File: config.mk
export PLATFORM = sky130hd
export DESIGN_NAME = dsp_core_arith_datapath
export DESIGN_NICKNAME = d
export VERILOG_FILES = /design/src/hdl/arith_pkg.sv /design/src/hdl/dsp_core_arith_datapath.sv
export SDC_FILE = /design/constraint.sdc
export NUM_CORES = 2
export LEC_CHECK = 0
export ABC_AREA = 0
export BUFFER_PORTS_ARGS = -buffer_cell sky130_fd_sc_hd__buf_2
export CELL_PAD_IN_SITES_DETAIL_PLACEMENT = 0
export CELL_PAD_IN_SITES_GLOBAL_PLACEMENT = 1
export CORE_UTILIZATION = 49
export CTS_CLUSTER_SIZE = 10
export DETAILED_ROUTE_END_ITERATION = 16
export PLACE_DENSITY = 0.87
export SYNTH_ARGS = -nofsm -noshare
export SYNTH_HDL_FRONTEND = slang
export SYNTH_SLANG_ARGS = --single-unit
File: constraint.sdc
create_clock -name core_clk -period 8.45 [get_ports core_clk]
set_input_delay 0.845 -clock core_clk [delete_from_list [all_inputs] [get_ports core_clk]]
set_output_delay 0.845 -clock core_clk [all_outputs]
set_load 0.02 [all_outputs]
File: src/hdl/arith_pkg.sv
package arith_pkg;

  localparam int unsigned DATA_W  = 16;
  localparam int unsigned ACC_W   = 32;
  localparam int unsigned SHAMT_W = 5;
  localparam int unsigned BIT_W   = 4;
  localparam int unsigned PRE_W   = 4;
  localparam int unsigned OSH_W   = 3;

  localparam logic [SHAMT_W-1:0] SHIFT_MAX = 5'h10;

  localparam logic [ACC_W-1:0] SAT_POS = 32'h7FFF_FFFF;
  localparam logic [ACC_W-1:0] SAT_NEG = 32'h8000_0000;

  localparam logic [1:0] PSHIFT_NONE = 2'h0;
  localparam logic [1:0] PSHIFT_L1   = 2'h1;
  localparam logic [1:0] PSHIFT_L4   = 2'h2;
  localparam logic [1:0] PSHIFT_R6   = 2'h3;
  localparam int unsigned PSH_L1_AMT = 1;
  localparam int unsigned PSH_L4_AMT = 4;
  localparam int unsigned PSH_R6_AMT = 6;

  localparam logic [3:0] REG_ACC_HI  = 4'h0;
  localparam logic [3:0] REG_ACC_LO  = 4'h1;
  localparam logic [3:0] REG_PROD_HI = 4'h2;
  localparam logic [3:0] REG_PROD_LO = 4'h3;
  localparam logic [3:0] REG_FACTOR  = 4'h4;
  localparam logic [3:0] REG_SHAMT   = 4'h5;
  localparam logic [3:0] REG_BITIDX  = 4'h6;
  localparam logic [3:0] REG_MASK    = 4'h7;
  localparam logic [3:0] REG_ST0     = 4'h8;
  localparam logic [3:0] REG_ST1     = 4'h9;
  localparam logic [3:0] REG_MODE    = 4'hA;
  localparam logic [3:0] REG_SAVE_HI = 4'hB;
  localparam logic [3:0] REG_SAVE_LO = 4'hC;

  // Status and mode bit positions.
  localparam int unsigned ST0_OV_BIT  = 12;
  localparam int unsigned ST0_OVM_BIT = 11;
  localparam int unsigned ST1_C_BIT   = 9;
  localparam int unsigned ST1_SXM_BIT = 10;
  localparam int unsigned ST1_TC_BIT  = 11;
  localparam int unsigned ST1_PM_LSB  = 0;
  localparam int unsigned MODE_TRM_BIT = 0;

  typedef enum logic [3:0] {
    OP_NOP   = 4'h0,
    OP_ADD   = 4'h1,
    OP_SUB   = 4'h2,
    OP_LOAD  = 4'h3,
    OP_AND   = 4'h4,
    OP_OR    = 4'h5,
    OP_XOR   = 4'h6,
    OP_MAC   = 4'h7,
    OP_MPY   = 4'h8,
    OP_RSHR  = 4'h9,
    OP_DYNAMIC_BIT_TEST_OPCODE  = 4'hA,
    OP_TLOAD = 4'hB,
    OP_LOGIC = 4'hC,
    OP_SAVE  = 4'hD
  } op_t;

  typedef enum logic [1:0] {
    LOP_AND = 2'h0,
    LOP_OR  = 2'h1,
    LOP_XOR = 2'h2,
    LOP_TST = 2'h3
  } lop_t;

  typedef struct packed {
    logic              valid;
    op_t               op;
    lop_t              lop;
    logic [DATA_W-1:0] data;
    logic              use_dyn;
    logic [SHAMT_W-1:0] shamt;
    logic              use_imm;
    logic [DATA_W-1:0] imm;
    logic [OSH_W-1:0]  out_shift;
  } instr_t;

  typedef struct packed {
    logic [3:0]        addr;
    logic [DATA_W-1:0] wdata;
    logic              wr;
    logic              rd;
  } reg_req_t;

endpackage : arith_pkg

File: src/hdl/dsp_core_arith_datapath.sv
`timescale 1ns/1ps
module dsp_core_arith_datapath (
  input  wire logic                      core_clk,
  input  wire logic                      resetn,
  input  wire arith_pkg::instr_t         instr,
  input  wire arith_pkg::reg_req_t       reg_req,
  output logic [arith_pkg::DATA_W-1:0]   reg_rdata,
  output logic [arith_pkg::DATA_W-1:0]   store_data,
  output logic [arith_pkg::DATA_W-1:0]   logic_result,
  output logic                           logic_valid
);
  import arith_pkg::*;

  function automatic logic [ACC_W-1:0] extend(input logic [DATA_W-1:0] v, input logic sx);
    extend = {{DATA_W{sx & v[DATA_W-1]}}, v};
  endfunction : extend

  logic [ACC_W-1:0]  acc_q, acc_d, save_q, save_d, prod_q, prod_d;
  logic [DATA_W-1:0] factor_q, factor_d, mask_q, mask_d;
  logic [SHAMT_W-1:0] shamt_q, shamt_d;
  logic [BIT_W-1:0]  bitidx_q, bitidx_d;
  logic [PRE_W-1:0]  pre_q, pre_d;
  logic              ov_q, ov_d, ovm_q, ovm_d, c_q, c_d, sxm_q, sxm_d, tc_q, tc_d, trm_q, trm_d;
  logic [1:0]        pm_q, pm_d;
  logic [DATA_W-1:0] rdata_d, store_d, lres_d, mask_opd, st0_w, st1_w;
  logic              lvalid_d;
  logic [ACC_W-1:0]  shifted, pshift, alu_b, sum, prod_full;
  logic [ACC_W:0]    wide;
  logic [4:0]        amt;
  logic              ovf;

  // Status words are assembled bit by bit so that no shift of a one-bit flag can lose its value.
  always_comb begin
    st0_w                  = '0;
    st0_w[ST0_OV_BIT]      = ov_q;
    st0_w[ST0_OVM_BIT]     = ovm_q;
    st1_w                  = '0;
    st1_w[ST1_C_BIT]       = c_q;
    st1_w[ST1_SXM_BIT]     = sxm_q;
    st1_w[ST1_TC_BIT]      = tc_q;
    st1_w[ST1_PM_LSB +: 2] = pm_q;
  end

  always_comb begin
    amt     = instr.use_dyn ? shamt_q : instr.shamt;
    // Shift counts above 16 are clamped so the shifter stays within its range.
    if (amt > SHIFT_MAX) begin
      amt = SHIFT_MAX;
    end
    shifted = extend(instr.data, sxm_q) << amt;
    prod_full = extend(factor_q, 1'b1) * extend(instr.data, 1'b1);
    case (pm_q)
      PSHIFT_L1: pshift = prod_q << PSH_L1_AMT;
      PSHIFT_L4: pshift = prod_q << PSH_L4_AMT;
      PSHIFT_R6: pshift = ACC_W'($signed(prod_q) >>> PSH_R6_AMT);
      default:   pshift = prod_q;
    endcase
    case (instr.op)
      OP_SUB:  alu_b = ~shifted;
      OP_MAC:  alu_b = pshift;
      default: alu_b = shifted;
    endcase
    wide = {1'b0, acc_q} + {1'b0, alu_b} + {{ACC_W{1'b0}}, instr.op == OP_SUB};
    sum  = wide[ACC_W-1:0];
    ovf  = (acc_q[ACC_W-1] == alu_b[ACC_W-1]) && (sum[ACC_W-1] != acc_q[ACC_W-1]);
    mask_opd = instr.use_imm ? instr.imm : mask_q;
    acc_d    = acc_q;
    save_d   = save_q;
    prod_d   = prod_q;
    factor_d = factor_q;
    mask_d   = mask_q;
    shamt_d  = shamt_q;
    bitidx_d = bitidx_q;
    pre_d    = pre_q;
    ov_d     = ov_q;
    ovm_d    = ovm_q;
    c_d      = c_q;
    sxm_d    = sxm_q;
    tc_d     = tc_q;
    trm_d    = trm_q;
    pm_d     = pm_q;
    lres_d   = logic_result;
    lvalid_d = 1'b0;
    store_d  = store_data;
    if (instr.valid) begin
      case (instr.op)
        OP_ADD, OP_SUB, OP_MAC: begin
          pre_d = amt[PRE_W-1:0];
          c_d = wide[ACC_W];
          if (ovf) begin
            ov_d = 1'b1;
            acc_d = ovm_q ? (acc_q[ACC_W-1] ? SAT_NEG : SAT_POS) : sum;
          end else begin
            acc_d = sum;
          end
        end
        OP_LOAD: acc_d = shifted;
        OP_AND:  acc_d = acc_q & shifted;
        OP_OR:   acc_d = acc_q | shifted;
        OP_XOR:  acc_d = acc_q ^ shifted;
        OP_MPY:  prod_d = prod_full;
        OP_RSHR: acc_d = sxm_q ? ACC_W'($signed(acc_q) >>> amt) : acc_q >> amt;
        OP_SAVE: save_d = acc_q;
        OP_DYNAMIC_BIT_TEST_OPCODE: begin
          pre_d = instr.use_dyn ? bitidx_q : instr.shamt[BIT_W-1:0];
          tc_d  = instr.data[instr.use_dyn ? bitidx_q : instr.shamt[BIT_W-1:0]];
        end
        OP_TLOAD: begin
          factor_d = instr.data;
          if (trm_q) begin
            shamt_d  = instr.data[SHAMT_W-1:0];
            bitidx_d = instr.data[BIT_W-1:0];
          end
        end
        OP_LOGIC: begin
          lvalid_d = 1'b1;
          case (instr.lop)
            LOP_AND: lres_d = instr.data & mask_opd;
            LOP_OR:  lres_d = instr.data | mask_opd;
            LOP_XOR: lres_d = instr.data ^ mask_opd;
            default: begin
              lres_d = instr.data;
              tc_d   = (instr.data & mask_opd) == mask_opd;
            end
          endcase
        end
        default: store_d = DATA_W'(acc_q[ACC_W-1:DATA_W] << instr.out_shift);
      endcase
    end
    if (reg_req.wr) begin
      case (reg_req.addr)
        REG_ACC_HI:  acc_d[ACC_W-1:DATA_W]  = reg_req.wdata;
        REG_ACC_LO:  acc_d[DATA_W-1:0]      = reg_req.wdata;
        REG_PROD_HI: prod_d[ACC_W-1:DATA_W] = reg_req.wdata;
        REG_PROD_LO: prod_d[DATA_W-1:0]     = reg_req.wdata;
        REG_FACTOR:  factor_d = reg_req.wdata;
        REG_SHAMT:   shamt_d  = reg_req.wdata[SHAMT_W-1:0];
        REG_BITIDX:  bitidx_d = reg_req.wdata[BIT_W-1:0];
        REG_MASK:    mask_d   = reg_req.wdata;
        REG_ST0: begin
          ov_d  = reg_req.wdata[ST0_OV_BIT] | (ov_d & ~ov_q);
          ovm_d = reg_req.wdata[ST0_OVM_BIT];
        end
        REG_ST1: begin
          c_d   = reg_req.wdata[ST1_C_BIT];
          sxm_d = reg_req.wdata[ST1_SXM_BIT];
          tc_d  = reg_req.wdata[ST1_TC_BIT];
          pm_d  = reg_req.wdata[ST1_PM_LSB +: 2];
        end
        REG_MODE:    trm_d = reg_req.wdata[MODE_TRM_BIT];
        REG_SAVE_HI: save_d[ACC_W-1:DATA_W] = reg_req.wdata;
        REG_SAVE_LO: save_d[DATA_W-1:0]     = reg_req.wdata;
        default: ;
      endcase
    end
    rdata_d = '0;
    if (reg_req.rd) begin
      case (reg_req.addr)
        REG_ACC_HI:  rdata_d = acc_q[ACC_W-1:DATA_W];
        REG_ACC_LO:  rdata_d = acc_q[DATA_W-1:0];
        REG_PROD_HI: rdata_d = prod_q[ACC_W-1:DATA_W];
        REG_PROD_LO: rdata_d = prod_q[DATA_W-1:0];
        REG_FACTOR:  rdata_d = factor_q;
        REG_SHAMT:   rdata_d = DATA_W'(shamt_q);
        REG_BITIDX:  rdata_d = DATA_W'(bitidx_q);
        REG_MASK:    rdata_d = mask_q;
        REG_ST0:     rdata_d = st0_w;
        REG_ST1:     rdata_d = st1_w;
        REG_MODE:    rdata_d = {pre_q, 11'h000, trm_q};
        REG_SAVE_HI: rdata_d = save_q[ACC_W-1:DATA_W];
        REG_SAVE_LO: rdata_d = save_q[DATA_W-1:0];
        default:     rdata_d = '0;
      endcase
    end
  end

  always_ff @(posedge core_clk) begin
    if (!resetn) begin
      acc_q        <= '0;
      save_q       <= '0;
      prod_q       <= '0;
      factor_q     <= '0;
      mask_q       <= '0;
      shamt_q      <= '0;
      bitidx_q     <= '0;
      pre_q        <= '0;
      ov_q         <= 1'b0;
      ovm_q        <= 1'b0;
      c_q          <= 1'b0;
      sxm_q        <= 1'b1;
      tc_q         <= 1'b0;
      trm_q        <= 1'b1;
      pm_q         <= '0;
      reg_rdata    <= '0;
      store_data   <= '0;
      logic_result <= '0;
      logic_valid  <= 1'b0;
    end else begin
      acc_q        <= acc_d;
      save_q       <= save_d;
      prod_q       <= prod_d;
      factor_q     <= factor_d;
      mask_q       <= mask_d;
      shamt_q      <= shamt_d;
      bitidx_q     <= bitidx_d;
      pre_q        <= pre_d;
      ov_q         <= ov_d;
      ovm_q        <= ovm_d;
      c_q          <= c_d;
      sxm_q        <= sxm_d;
      tc_q         <= tc_d;
      trm_q        <= trm_d;
      pm_q         <= pm_d;
      reg_rdata    <= rdata_d;
      store_data   <= store_d;
      logic_result <= lres_d;
      logic_valid  <= lvalid_d;
    end
  end
endmodule : dsp_core_arith_datapath

==> metrics.txt <==
Avg Cell Area, Syn=7.993 sq um; postcts setup bufs=0; Slew headroom=0.2743; GRT overflow=0; worst reg2reg path depth=23; Sw Ratio=0.4562; die footprint=60770 sq um; clock skew=0.01947 ns; final HPWL from detailed placement=91.27 mm; IO buf count=121; Ys Warns=0; DR vias/cell=6.577; gp weighted congestion=1.056; die width=246.5 um; area leader, netlist=fa_1; crit path DAT=7.26 ns; syn nets=4228; Netlist cell types=90; reg2reg setup slack=1.63 ns; synth top area cells=fa_1 18%, dfxtp_1 14%, ha_1 9.7%, mux2i_1 5.9%, inv_1 5.4%; DRT iter0 DRCs=4270; largest net degree at the start of global routing=83; Peak VDD IR=0.1617 mV; Comb power frac=0.478; Critical Path Start=instr[25]; sequential share of power=0.276; Final Max Tran Viols=0; Crit Path Category=input port to flop; cell leakage power=13.76 nW; worst r2r dst=prod_q[23]$_SDFF_PN0_; Num CTS Buffers=17; vias in the first global route=27.34k; Sum Neg Setup Slack=0 ns; routed via count=29.02k; DR WL/cell=27.61 um; clk buf depth=2; fmax=0.1462 GHz; TritonRoute pass-1 iters=6; Antenna Nets Post-Route=0; Seq/Total Area, Yosys=0.1353; simple-gate share of the synthesized area=0.1610; Synth Register Bits=198; share of post-route cells with drive strength above 1=0.09639; XOR/XNOR share of the synthesized area=0.01734; Fin. Hold Viols=0; clock sinks=198; Hold WC Path Type=flop to flop; post_cts resized=0; CTS root buffer=clkbuf_16; WL final=121.9 mm; Die H=246.5 um; top post-synthesis cells by count=425 x inv_1, 419 x nand2_1, 264 x fa_1; Synth async-reset ratio=0; Hold Crit Depth=2; antenna violations before repair=8; core area=59020 sq um; P per Cell Area=123.4 nW/um^2; Syn-to-layout area delta=6.325%; Tcrit/Tclk final=0.8095; Final setup viols=0; final core utilization=0.5278; Internal=2.090 mW; status=completed; unrepaired setup endpoints after global routing=false; proportion of synthesized area in mux cells=0.1069; clk slew on worst S/H paths=0.08 ns; Clk pwr share=0.246; Nets=4182; R2R Path Start=factor_q[14]$_SDFF_PN0_; CTS tree=built; Placed Cells incl. Taps=4373; # DRC=0; CP Capture Type=flop; H-tree level count=4; row count=89; Post-Synth Adder-Cell Area=0.2769; Tmin final=6.840 ns; actual slew at the worst max-slew pin=1.086 ns; Switch Pwr=1.753 mW; EDFF count, synth=0; crit start category=input port; # IOs=122; Setup crit end=acc_q[23]$_SDFF_PN0_; Synth top area share=0.1804; worst-path maximum fanout=22; Post-CTS Hold Buffers=0; Initial Utilization=0.4964; Mapped Area=29300 sq um; required time of the critical path=8.87 ns; Post-Layout Cell Count=4413; clock insertion delay at the later pin of the skew report=0.51 ns; MaxCap Viol Count=0; first-pass GRT wire length=180.0 mm; Synth Area in Compound Gates=0.2086; count leader, synth=inv_1; top_reg_cell synth=dfxtp_1; total track usage=0.4024; Mapped Cells=3665; main combinational cell family by area after synthesis=adder cells
-- worst min path at each step --
stage / startpoint / endpoint / slack, ns
floorplan: mask_q[1]$_SDFFE_PN0P_ / mask_q[1]$_SDFFE_PN0P_ / 0.45
global placement: logic_result[13]$_SDFFE_PN0P_ / logic_result[13]$_SDFFE_PN0P_ / 0.44
detailed placement: logic_result[15]$_SDFFE_PN0P_ / logic_result[15]$_SDFFE_PN0P_ / 0.44
CTS: logic_result[15]$_SDFFE_PN0P_ / logic_result[15]$_SDFFE_PN0P_ / 0.46
global route: logic_result[13]$_SDFFE_PN0P_ / logic_result[13]$_SDFFE_PN0P_ / 0.48
finish: logic_result[15]$_SDFFE_PN0P_ / logic_result[15]$_SDFFE_PN0P_ / 0.46
-- critical path: stages --
cell and delay (ns):
buf_2 0.44, or3b_1 0.42, nand2_2 0.35, a21oi_1 0.60, mux2i_1 0.21, mux2i_1 0.32, nand2_1 0.11, a31oi_2 0.66
a22oi_1 0.23, o21ai_0 0.18, ha_1 0.38, a21oi_1 0.25, o21ai_0 0.19, o21bai_1 0.21, o21ai_0 0.19, nand2b_1 0.14
a21oi_1 0.28, nor4_4 0.09, buf_4 0.25, o21ai_1 0.53, o21ai_0 0.19, a21oi_1 0.16
-- cell type report --
type	instances	area, sq um
Antenna cell	9	22.52
Clock buffer	17	425.4
Sequential cell	198	3965
Tap cell	773	967.2
Multi-Input combinational cell	2761	22660
Clock inverter	14	202.7
Inverter	427	1605
Timing Repair Buffer	214	1304
Fill cell	5750	27870
-- layout by cell type (no fill, tap or decap), types with 93 or more instances in the layout --
cell type | Yosys | routed
inv_1 | 425 | 425
nand2_1 | 419 | 419
fa_1 | 264 | 264
a21oi_1 | 262 | 262
nor2_1 | 237 | 234
ha_1 | 226 | 226
dfxtp_1 | 198 | 197
o21ai_0 | 178 | 178
mux2i_1 | 172 | 171
buf_2 | 32 | 121
and2_1 | 119 | 119
buf_4 | 10 | 93
-- through the flow --
step	hold WS (ns)	power (mW)	setup WS (ns)	cell area (sq um)
3_5_place_dp	0.4432	2.841	1.253	30500
3_3_place_gp	0.4402	2.820	1.384	30500
2_1_floorplan	0.4481	2.275	1.647	29300
5_1_grt	0.4794	4.023	1.221	31130
4_1_cts	0.4550	3.767	1.665	31130
6_report	0.4561	3.843	1.610	31150
-- registers in the layout, indices dropped and copies added (netlist names), 2 cells and up --
| name | cells |
|---|---|
| logic_result | 16 |
| acc_q | 32 |
| pm_q | 2 |
| prod_q | 32 |
| bitidx_q | 4 |
| factor_q | 16 |
| shamt_q | 5 |
| store_data | 16 |
| reg_rdata | 16 |
| save_q | 32 |
| pre_q | 4 |
| mask_q | 16 |
-- power by group through the flow --
stage	clock network, mW	registers [mW]	logic (mW)
4_1_cts	0.940	1.05	1.78
2_1_floorplan	0	1.03	1.25
3_5_place_dp	0	1.07	1.77
3_3_place_gp	0	1.07	1.75
5_1_grt	0.975	1.06	1.99
6_report	0.946	1.06	1.84
-- cell families (layout without fill, tap and decap cells) --
logic type	Yosys count	count (layout)
adders and majority gates	490	490
other	0	9
xor gates and xnor gates	58	58
buffers and inverters	706	672
and+or+nand+nor	1029	1029
AOI/OAI and AO/OA	943	943
DFF	198	198
muxes	241	241
-- layer usage --
metal / track usage / vias to the layer above / part of all wire
li1: - / 12570 / -
met1: 0.5306 / 14020 / 0.39
met2: 0.5739 / 2024 / 0.41
met3: 0.1345 / 402 / 0.14
met5: 0 / - / 0.00072
met4: 0.2233 / 12 / 0.063
Note: power is estimated with default switching activity, not from simulation.
